## src/design/asim_pkg.sv

```systemverilog
// Notes on behaviour
// RULE1: threshold flag set when magnitude exceeds level
// RULE2: with counter, flag waits for count match
// RULE3: threshold flag valid only with comparator enabled
// RULE4: overrange flag set on gross overrange when enabled
// RULE5: overrange re-evaluated every 125 us
// RULE6: overrange sticky; cleared by disable or gain change
// RULE7: aux ready set on stored result or calibration
// RULE8: aux ready clears after aux then primary read
// RULE9: primary read needed even if primary disabled
// RULE10: primary ready set on stored result or calibration
// RULE11: primary data read clears primary ready
// RULE12: mask bits mirror low status byte, one enables
// RULE13: mask resets to zero
// RULE14: mask bit 6 gates accumulator threshold flag
// RULE15: mask bits 4,3,1,0 gate their flags
// RULE16: software ignores reserved bits 2, 5, 7
// RULE17: data register held until ready flag cleared; a new result overwrites it while core_pd_in is high
// RULE18: software reads status on interrupt
// RULE19: interrupt is or of flag and mask pairs
package asim_pkg;
  localparam int          DATA_W       = 24;
  localparam int          ADDR_W       = 32;
  localparam int          WORD_W       = 32;
  localparam logic [31:0] STATUS_ADDR  = 32'hFFFF0500;
  localparam logic [31:0] MASK_ADDR    = 32'hFFFF0504;
  localparam logic [31:0] CFG_ADDR     = 32'hFFFF050C;
  localparam logic [31:0] PCTL_ADDR    = 32'hFFFF0510;
  localparam logic [31:0] PDAT_ADDR    = 32'hFFFF0514;
  localparam logic [31:0] ADAT_ADDR    = 32'hFFFF0518;
  localparam logic [31:0] PTH_ADDR     = 32'hFFFF051C;
  localparam logic [31:0] TCL_ADDR     = 32'hFFFF0520;
  localparam int          BIT_PRDY     = 0;
  localparam int          BIT_ARDY     = 1;
  localparam int          BIT_POVR     = 3;
  localparam int          BIT_PTH      = 4;
  localparam int          BIT_ATH      = 6;
  localparam logic [7:0]  FLAG_USED    = 8'h5B;
  localparam logic [7:0]  MASK_RST     = 8'h00;
  localparam int          CFG_OVR_EN   = 2;
  localparam int          CFG_CMP_EN   = 3;
  localparam int          CFG_CNT_EN   = 4;
  localparam int          PCTL_GAIN_LO = 0;
  localparam int          PCTL_GAIN_HI = 3;
  localparam int          CLK_MHZ      = 100;
  localparam int          OVR_US       = 125;
  localparam int          OVR_CYC      = OVR_US * CLK_MHZ;
  localparam int          OVR_CNT_W    = 14;
  typedef enum logic [2:0] {
    ASIM_IDLE = 3'b001,
    ASIM_RD   = 3'b010,
    ASIM_WR   = 3'b100
  } asim_bus_t;
endpackage

```

## src/design/asim_if.sv

```systemverilog
`timescale 1ns/10ps
interface asim_if;
  logic        req;
  logic        wr;
  logic [31:0] addr;
  logic [31:0] wdata;
  logic [31:0] rdata;
  logic        ack;
  logic        irq;
  modport dev  (input req, wr, addr, wdata, output rdata, ack, irq);
  modport host (output req, wr, addr, wdata, input rdata, ack, irq);
endinterface

```

## src/design/asim_ovr_tick.sv

```systemverilog
`timescale 1ns/10ps
module asim_ovr_tick
  import asim_pkg::*;
(
  // clock and reset
  input  wire logic sys_clk_in,
  input  wire logic rst_in,
  // tick
  output logic      tick_out
);
  import asim_pkg::*;
  logic [OVR_CNT_W-1:0] cnt_ff;
  always_ff @(posedge sys_clk_in) begin
    if (rst_in || cnt_ff == OVR_CNT_W'(OVR_CYC - 1)) begin
      cnt_ff <= '0;
    end else begin
      cnt_ff <= cnt_ff + 1'b1;
    end
  end
  assign tick_out = (cnt_ff == OVR_CNT_W'(OVR_CYC - 1)); // RULE5
endmodule

```

## src/design/asim_device.sv

```systemverilog
`timescale 1ns/10ps
module asim_device
  import asim_pkg::*;
(
  // clock and reset
  input  wire logic              sys_clk_in,
  input  wire logic              rst_in,
  // register port
  asim_if.dev                    bus,
  // conversion engines
  input  wire logic              prim_en_in,
  input  wire logic              aux_en_in,
  input  wire logic              prim_valid_in,
  input  wire logic [DATA_W-1:0] prim_data_in,
  input  wire logic              aux_valid_in,
  input  wire logic [DATA_W-1:0] aux_data_in,
  input  wire logic              cal_done_in,
  input  wire logic              gross_ovr_in,
  input  wire logic              accum_over_in,
  input  wire logic              core_pd_in
);
  import asim_pkg::*;
  logic [7:0]        irq_en_ff, cfg_ff, pctl_ff;
  logic [7:0]        flags, gated;
  logic              prim_rdy_ff, aux_rdy_ff, pth_ff, povr_ff, ath_ff;
  logic [DATA_W-1:0] prim_res_ff, aux_res_ff, prim_lvl_ff;
  logic [15:0]       tcl_ff, tcnt_ff;
  logic              aux_read_ff, ovr_tick;
  logic              rd, wr, rd_p, rd_a, wr_cfg, wr_pctl, ovr_clr;
  logic [DATA_W-1:0] mag;
  logic              exceed;
  logic [31:0]       nxt_rdata;

  asim_ovr_tick u_tick (
    .sys_clk_in (sys_clk_in),
    .rst_in     (rst_in),
    .tick_out   (ovr_tick)
  );

  // bus decode, only one request in flight at a time
  assign rd      = bus.req && !bus.wr;
  assign wr      = bus.req && bus.wr;
  assign rd_p    = rd && bus.addr == PDAT_ADDR;
  assign rd_a    = rd && bus.addr == ADAT_ADDR;
  assign wr_cfg  = wr && bus.addr == CFG_ADDR;
  assign wr_pctl = wr && bus.addr == PCTL_ADDR;
  assign mag     = prim_data_in[DATA_W-1] ? DATA_W'(-prim_data_in) : prim_data_in;
  assign exceed  = mag > prim_lvl_ff; // RULE1
  // gain change is judged against the stored gain, not the other fields
  assign ovr_clr = (wr_cfg && !bus.wdata[CFG_OVR_EN]) ||
                   (wr_pctl && bus.wdata[PCTL_GAIN_HI:PCTL_GAIN_LO] != pctl_ff[PCTL_GAIN_HI:PCTL_GAIN_LO]);

  always_ff @(posedge sys_clk_in) begin
    if (rst_in) begin
      irq_en_ff   <= MASK_RST; // RULE13
      cfg_ff      <= '0;
      pctl_ff     <= '0;
      prim_lvl_ff <= '0;
      tcl_ff      <= '0;
    end else if (wr) begin
      // reserved mask positions never hold a one
      case (bus.addr)
        MASK_ADDR: irq_en_ff   <= bus.wdata[7:0] & FLAG_USED; // RULE12
        CFG_ADDR:  cfg_ff      <= bus.wdata[7:0];
        PCTL_ADDR: pctl_ff     <= bus.wdata[7:0];
        PTH_ADDR:  prim_lvl_ff <= bus.wdata[DATA_W-1:0];
        TCL_ADDR:  tcl_ff      <= bus.wdata[15:0];
        default:   ;
      endcase
    end
  end

  // results held until ready cleared, except while core is down
  always_ff @(posedge sys_clk_in) begin
    if (rst_in) begin
      prim_res_ff <= '0;
      aux_res_ff  <= '0;
    end else begin
      if (prim_en_in && prim_valid_in && (!prim_rdy_ff || core_pd_in)) begin
        prim_res_ff <= prim_data_in; // RULE17
      end
      if (aux_en_in && aux_valid_in && (!aux_rdy_ff || core_pd_in)) begin
        aux_res_ff <= aux_data_in; // RULE17
      end
    end
  end

  // threshold run counter
  always_ff @(posedge sys_clk_in) begin
    if (rst_in || !cfg_ff[CFG_CNT_EN]) begin
      tcnt_ff <= '0;
    end else if (prim_en_in && prim_valid_in) begin
      tcnt_ff <= exceed ? tcnt_ff + 1'b1 : '0;
    end
  end

  always_ff @(posedge sys_clk_in) begin
    if (rst_in) begin
      aux_read_ff <= 1'b0;
    end else if (rd_a) begin
      aux_read_ff <= 1'b1;
    end else if (rd_p) begin
      aux_read_ff <= 1'b0;
    end
  end

  // sets win over read clears, so a calibration in the read cycle is not lost
  always_ff @(posedge sys_clk_in) begin
    if (rst_in) begin
      prim_rdy_ff <= 1'b0;
    end else if (prim_en_in && ((prim_valid_in && !prim_rdy_ff) || cal_done_in)) begin
      prim_rdy_ff <= 1'b1; // RULE10
    end else if (rd_p) begin
      prim_rdy_ff <= 1'b0; // RULE11
    end
  end

  always_ff @(posedge sys_clk_in) begin
    if (rst_in) begin
      aux_rdy_ff <= 1'b0;
    end else if (aux_en_in && ((aux_valid_in && !aux_rdy_ff) || cal_done_in)) begin
      aux_rdy_ff <= 1'b1; // RULE7
    end else if (rd_p && aux_read_ff) begin
      aux_rdy_ff <= 1'b0; // RULE8 RULE9
    end
  end

  // comparator flag follows the latest result, forced clear while comparator is off
  always_ff @(posedge sys_clk_in) begin
    if (rst_in || !cfg_ff[CFG_CMP_EN]) begin
      pth_ff <= 1'b0; // RULE3
    end else if (prim_en_in && prim_valid_in) begin
      if (cfg_ff[CFG_CNT_EN]) begin
        pth_ff <= exceed && (tcnt_ff + 1'b1 == tcl_ff); // RULE2
      end else begin
        pth_ff <= exceed; // RULE1
      end
    end
  end

  // sticky; a tick landing on the clearing write keeps it set
  always_ff @(posedge sys_clk_in) begin
    if (rst_in) begin
      povr_ff <= 1'b0;
    end else if (cfg_ff[CFG_OVR_EN] && ovr_tick && gross_ovr_in) begin
      povr_ff <= 1'b1; // RULE4 RULE5
    end else if (ovr_clr) begin
      povr_ff <= 1'b0; // RULE6
    end
  end

  always_ff @(posedge sys_clk_in) begin
    if (rst_in) begin
      ath_ff <= 1'b0;
    end else begin
      ath_ff <= accum_over_in; // RULE14
    end
  end

  // reserved positions read as zero
  always_comb begin
    flags           = '0;
    flags[BIT_PRDY] = prim_rdy_ff;
    flags[BIT_ARDY] = aux_rdy_ff;
    flags[BIT_POVR] = povr_ff;
    flags[BIT_PTH]  = pth_ff;
    flags[BIT_ATH]  = ath_ff;
  end

  // unmapped addresses read as zero
  always_comb begin
    nxt_rdata = '0;
    case (bus.addr)
      STATUS_ADDR: nxt_rdata[7:0]        = flags;
      MASK_ADDR:   nxt_rdata[7:0]        = irq_en_ff;
      CFG_ADDR:    nxt_rdata[7:0]        = cfg_ff;
      PCTL_ADDR:   nxt_rdata[7:0]        = pctl_ff;
      PDAT_ADDR:   nxt_rdata[DATA_W-1:0] = prim_res_ff;
      ADAT_ADDR:   nxt_rdata[DATA_W-1:0] = aux_res_ff;
      PTH_ADDR:    nxt_rdata[DATA_W-1:0] = prim_lvl_ff;
      TCL_ADDR:    nxt_rdata[15:0]       = tcl_ff;
      default:     nxt_rdata             = '0;
    endcase
  end

  // ack one cycle after every request, read data with it
  always_ff @(posedge sys_clk_in) begin
    if (rst_in) begin
      bus.rdata <= '0;
      bus.ack   <= 1'b0;
    end else begin
      bus.ack <= bus.req;
      if (rd) begin
        bus.rdata <= nxt_rdata;
      end
    end
  end

  // one gate per status position
  for (genvar i = 0; i < $bits(flags); i++) begin : g_gate
    assign gated[i] = flags[i] & irq_en_ff[i]; // RULE15
  end

  assign bus.irq = |gated; // RULE19
endmodule

```

## src/flat_wrapper.sv

```systemverilog
// flat-port wrapper written by rule: the top's interface ports become plain ports
module asim_device_flat import asim_pkg::*;
  (sys_clk_in, rst_in, prim_en_in, aux_en_in, prim_valid_in, prim_data_in, aux_valid_in, aux_data_in, cal_done_in, gross_ovr_in, accum_over_in, core_pd_in, bus_req, bus_wr, bus_addr, bus_wdata, bus_rdata, bus_ack, bus_irq);
  asim_if bus_i ();
  input  wire logic sys_clk_in;
  input  wire logic rst_in;
  input  wire logic prim_en_in;
  input  wire logic aux_en_in;
  input  wire logic prim_valid_in;
  input  wire logic [DATA_W-1:0] prim_data_in;
  input  wire logic aux_valid_in;
  input  wire logic [DATA_W-1:0] aux_data_in;
  input  wire logic cal_done_in;
  input  wire logic gross_ovr_in;
  input  wire logic accum_over_in;
  input  wire logic core_pd_in;
  input wire logic [$bits(bus_i.req)-1:0] bus_req;
  input wire logic [$bits(bus_i.wr)-1:0] bus_wr;
  input wire logic [$bits(bus_i.addr)-1:0] bus_addr;
  input wire logic [$bits(bus_i.wdata)-1:0] bus_wdata;
  output wire logic [$bits(bus_i.rdata)-1:0] bus_rdata;
  output wire logic [$bits(bus_i.ack)-1:0] bus_ack;
  output wire logic [$bits(bus_i.irq)-1:0] bus_irq;
  assign bus_i.req = bus_req;
  assign bus_i.wr = bus_wr;
  assign bus_i.addr = bus_addr;
  assign bus_i.wdata = bus_wdata;
  assign bus_rdata = bus_i.rdata;
  assign bus_ack = bus_i.ack;
  assign bus_irq = bus_i.irq;
  asim_device u_core (.sys_clk_in(sys_clk_in), .rst_in(rst_in), .bus(bus_i), .prim_en_in(prim_en_in), .aux_en_in(aux_en_in), .prim_valid_in(prim_valid_in), .prim_data_in(prim_data_in), .aux_valid_in(aux_valid_in), .aux_data_in(aux_data_in), .cal_done_in(cal_done_in), .gross_ovr_in(gross_ovr_in), .accum_over_in(accum_over_in), .core_pd_in(core_pd_in));
endmodule
```

## config.mk

```make
export PLATFORM = sky130hd
export DESIGN_NAME = asim_device_flat
export DESIGN_NICKNAME = d
export VERILOG_FILES = /design/src/design/asim_pkg.sv /design/src/design/asim_if.sv /design/src/design/asim_ovr_tick.sv /design/src/design/asim_device.sv /design/src/flat_wrapper.sv
export SDC_FILE = /design/constraint.sdc
export NUM_CORES = 1
export LEC_CHECK = 0
export ABC_AREA = 0
export BUFFER_PORTS_ARGS = -buffer_cell sky130_fd_sc_hd__buf_2
export CORE_MARGIN = 8
export CORE_UTILIZATION = 58
export DETAILED_ROUTE_END_ITERATION = 8
export PLACE_DENSITY = 0.8
export SYNTH_ARGS = -nofsm -noshare
export SYNTH_HDL_FRONTEND = slang
export SYNTH_SLANG_ARGS = --single-unit
```

## constraint.sdc

```tcl
create_clock -name sys_clk_in -period 8.9 [get_ports sys_clk_in]
set_input_delay 1.335 -clock sys_clk_in [delete_from_list [all_inputs] [get_ports sys_clk_in]]
set_output_delay 1.335 -clock sys_clk_in [all_outputs]
set_load 0.05 [all_outputs]
```

Word-level counts from Yosys, hierarchy flattened:

Index checks and enable logic that the tools add are counted.
Widths: inputs -> output; s select.

* add/subtract/negate cells: 3
* $lt $le $gt $ge: 1
* equality and inequality tests: 11
* muxes and demuxes: 13
* bitwise gates (word level): 5
* reduce and logical (&&, ||, !) cells: 44

Operators by type and width (number)
* $eq 32x32->1 const B: 8
* $pmux 8 s8: 1
* $pmux 8 s4: 1
* $gt 24x24->1: 1
* $mux 24: 1
* $neg 24->24: 1
* $pmux 8 s3: 1
* $logic_and 1x1->1: 20
* $add 16x1->16 const B: 1
* $eq 16x16->1: 1
* $mux 16: 1
* $add 14x1->14 const B: 1
* $eq 14x14->1 const B: 1
* $reduce_and 2->1: 5
* $logic_or 1x1->1: 8
* $mux 1: 8
* $reduce_bool 2->1: 4
* $logic_not 1->1: 6
* $and 1x1->1: 5
* $reduce_or 5->1: 1
* $ne 4x4->1: 1

* register bits: 170
* input bits: 124
* output and inout port bits: 34
* logic and storage cells: 94

Longest topological paths before layout:

* word-level depth: 6
* depth in mapped cells: 18
* gate-level depth less buffers: 16

Cells and area by module:

Synthesis repeated with hierarchy kept, for this count alone.

* cells, all modules: 1096
* area, all modules: 8822.2 um2

By module, submodules not included
* asim_device: times used 1, cells an instance 1023, area an instance 8172.8 um2, sequential area each 3123.0 um2
* asim_ovr_tick: times used 1, cells an instance 73, area an instance 649.4 um2, sequential area each 280.3 um2

Worst setup path before layout:

OpenSTA, ideal clock, no wires.

* path type: input-to-reg
* from: input port prim_data_in[5]
* to: register u_core.tcnt_ff[10]
* library setup time: 74 ps
* arrival: 5021 ps
* data required time: 8826 ps
* setup slack: 3805 ps
* stages on the path: 16
* path buffers: 2
* cells stage by stage: or4_4 nor4_4 nand3_1 or4_4 or2_4 o31ai_2 xnor2_1 ha_1 nand4_1 nor4_1 o31ai_1 a211oi_1 buf_2 buf_2 nand2_1 a31oi_1

* longest elaborated chain between the ends: 4

RTL lines
* start: declaration: line flat_wrapper.sv:10 `input wire logic [DATA_W-1:0] prim_data_in;`
* $neg 24->24: line asim_device.sv:47 `assign mag = prim_data_in[DATA_W-1] ? DATA_W'(-prim_data_in) : prim_data_in;`
* $mux 24 *: line asim_device.sv:47
* $gt 24x24->1 *: line asim_device.sv:48 `assign exceed = mag > prim_lvl_ff;`
* $mux 16 *: line asim_device.sv:93 `tcnt_ff <= exceed ? tcnt_ff + 1'b1 : '0;`
* end signal: assignment: line asim_device.sv:93
* end: declaration: line asim_device.sv:27 `logic [15:0] tcl_ff, tcnt_ff;`

Mark *: on every way between the ends. The rest lies on a longest branch, timed or not.
A chain may end at the register's enable or synchronous reset.

Worst setup path in the final report:

* from: input port prim_data_in[5]
* to: register u_core.pth_ff

* longest elaborated chain between the ends: 5

RTL lines
* $neg 24->24: line asim_device.sv:47
* $mux 24 *: line asim_device.sv:47
* $gt 24x24->1 *: line asim_device.sv:48
* $logic_and 1x1->1: line asim_device.sv:134 `pth_ff <= exceed && (tcnt_ff + 1'b1 == tcl_ff);`
* $mux 1 *: line asim_device.sv:133 `if (cfg_ff[CFG_CNT_EN]) begin`
* end signal: assignment: line asim_device.sv:134
* end: declaration: line asim_device.sv:25 `logic prim_rdy_ff, aux_rdy_ff, pth_ff, povr_ff, ath_ff;`

Marked as above.

==> out/qor.yml <==
run_status:
  outcome: "finished clean"
timing:
  finalHoldViolCount: 0
  tightest_slew_ns: 1.10
  drv_slew: 0
  final.min_clock_period_ns: 5.19
  rsz0062_at_grt: "false"
  fin_tns_setup_ns: 0
  layout_setup_ws_ns: 3.71
  fin_skew_ns: 0.00815
  max_freq_mhz: 193
  hold_slack_ns: 0.446
  maxSlewHeadroom_pct: 26.4
  finalSetupViolations: 0
  finalCritPeriodShare_pct: 58.3
floorplanning:
  initial_core_util_pct: 59.1
  die-area_um2: 18900
  row_count: 44
  placeableCoreArea_um2: 14500
  die_h_um: 137
  pin_count: 158
  die_w_um: 137
synthesis:
  synth.avg_cell_area_um2: 8.11
  synth_top_area_cell: "dfxtp_1"
  synth-seq-cells: 170
  synth.top_cell.area_share_pct: 39.8
  netlist_instances: 1055
  synth_edf_count: 0
  synth_area_um2: 8560
  yosysSeqAreaShare_pct: 39.8
  ys_types: 67
  async_flop_share_pct: 0
  synth_ff_type: "dfxtp_1"
  synth_area_leaders: "dfxtp_1, nand2_1, a21oi_1, mux2i_1, xnor2_1"
  ys.warnings.count: 0
layout:
  final_common_cell: "nand2_1"
  area_delta_synth_final_pct: 15.4
  num_antenna_cells: 0
  most-common-layout-cells: "nand2_1, dfxtp_1, buf_2"
  fillers: 1285
  drive_above_1_share_pct: 16.8
  finalNetCount: 1321
setup_path:
  reg2reg_depth: 8
  criticalPathCategory: "input port to register"
  crit_path_max_fanout: 6
  slowest_delay_ns: 0.64
  reg2reg_from: "u_core.prim_lvl_ff[22]"
  end_kind: "register"
  worst-r2r-setup-slack_ns: 6.13
  cp-startpoint: "prim_data_in[5]"
  cp.required_ns: 9.23
  cp_slowest_cell: "a21oi_1"
  path_cells: "buf_2 -> or4_4 -> nor4_4 -> nand3_1 -> or4_4 -> or2_4 -> o31ai_2 -> xnor2_1 -> ha_1 -> nand4_1 -> nor4_1 -> o31ai_1 -> a21oi_1 -> a21oi_1 -> a311oi_1"
  cp.arrival_ns: 5.53
  regToRegEndpoint: "u_core.pth_ff"
  start_kind: "input port"
placement:
  io_buffer_count: 141
  place_hpwl_um: 18700
  pre_cts_slack_ns: 3.39
  globalplace.congestion: 0.979
grt:
  antenna_found_initial: 0
  grt_util_met1_pct: 33.2
  use_met3_pct: 5.25
  grt_pass1_vias: 7685
  grt_use_met2_pct: 44.1
  grt_max_degree: 91
  track_usage_pct: 26.9
  busiest_layer: "met2"
  gr-total-overflow: 0
  grt_pass1_wl_um: 39600
clock_network:
  cts_buffer_depth: 2
  cts_resized: 0
  cts_setup_buffers: 0
  clk_pin_slew_ns: 0.07
  cts_inserted_buffers: 17
  clk_latency_ns: 0.43
  cts_tree: "built"
  cts_hold_buf: 0
  cts_root_buf: "clkbuf_16"
  ctsHtreeMaxLevel: 4
  cts_sinks: 170
routing:
  first_pass_iters: 8
  num_vias: 8117
  antenna_left: 0
  wl_per_cell_um: 18.5
  drt_wl_total_um: 25300
  first_iter_violations: 672
  drc_errors: 0
  vias_per_cell: 5.94
min_path:
  hold_path_depth: 2
  min_from: "u_core.bus.rdata[16]"
  hp-class: "register to register"
  min_to: "u_core.bus.rdata[16]"
power_and_ir_drop:
  power_uw: 1640
  ir_worst_vdd_mv: 0.143
  leakage_uw: 0.00384
  power_density_nw_per_um2: 166
flow_run:
  maxCapViolations: 0
-- state kept, by name, summed over array words and instances (netlist names) --
name and cells:
u_core.u_tick.cnt_ff 14, u_core.aux_rdy_ff 1, u_core.pth_ff 1, u_core.aux_res_ff 24, u_core.prim_rdy_ff 1, u_core.bus.ack 1, u_core.tcnt_ff 16, u_core.bus.rdata 24
u_core.prim_lvl_ff 24, u_core.tcl_ff 16, u_core.prim_res_ff 24, u_core.irq_en_ff 5, u_core.aux_read_ff 1, u_core.cfg_ff 8, u_core.ath_ff 1, u_core.pctl_ff 8
u_core.povr_ff 1
-- cells by family (layout without fill, tap and decap cells) --
logic type                 after synthesis  after routing  synth area share [%]
DFF                                    170            170                  39.8
adders and majority gates               27             27                  3.95
muxes                                   38             38                  4.46
and+or+nand+nor                        429            429                  23.2
xor gates and xnor gates                60             60                  6.14
AOI/OAI and AO/OA                      238            238                  17.8
other                                    1              8                0.0438
buffers and inverters                   92            213                  4.65
-- worst max path at each step --
stage	endpoint	depth (start not counted)
after CTS	u_core.pth_ff	15
after global placement	u_core.pth_ff	15
after global routing	u_core.pth_ff	15
after floorplan	u_core.tcnt_ff[10]	16
final	u_core.pth_ff	15
after detailed placement	u_core.pth_ff	15
-- stage by stage --
step,cells,utilization [%],area (um^2)
2_1_floorplan,1062,-,8590
4_1_cts,1367,68.2,9880
5_1_grt,1367,68.2,9880
3_3_place_gp,1335,64.3,9320
3_5_place_dp,1335,64.3,9320
6_report,1367,68.2,9880
-- synth_stat cells (3+ instances only) --
library cell  number
a211oi_1           3
xor2_1            21
nand4b_1           3
or3_1              6
o21ai_1           12
dfxtp_1          170
nor2_1            73
clkbuf_1          33
or2_2              3
a221oi_1          16
buf_2             15
a22oi_1            3
and4_1             5
o31ai_1            7
nand4_1           14
a21oi_1          111
nand2_1          235
nor3_1             9
nand3_1           28
or4_4              3
a32oi_1            4
o22ai_1            3
or4_1              3
o21ai_0           19
a22o_1             8
xnor2_1           39
and3_1             7
buf_4              9
a21boi_1           5
a21boi_0           4
nand2b_1          11
o41ai_1            4
ha_1              27
mux2i_1           37
nor4_1             4
a31oi_1            6
a21o_1             4
nor2b_1            7
inv_1             33
a222oi_1          19
-- power breakdown --
part	internal [uW]	switching, uW	total, uW	leakage [uW]
registers	773	10.2	784	0.00138
logic	53.8	89.0	143	0.00221
clock network	411	304	715	0.000262
total	1240	404	1640	0.00384
-- routing by layer --
layer	vias to the layer above	share of wire, %
li1	3936	-
met1	3769	42
met2	353	47
met3	59	7.8
met4	0	3.4
met5	-	0
-- cell type report --
cell class	instances	area (um^2)	area share [%]
repair buffers	148	761	7.70
flip-flops and latches	170	3400	34.5
well taps	184	230	2.33
clock inverters	12	126	1.28
inverters	33	124	1.25
multi-input cells	800	4800	48.6
clock buffers	20	437	4.42
-- worst max-delay path, delay by kind of cell --
family | cells | cell delay, ns
fa+ha+maj | 1 | 0.30
buf+inv | 1 | 0.13
xor+xnor | 1 | 0.10
compound gates | 5 | 1.44
simple gates | 7 | 2.22
(Power assumes the default switching activity.)
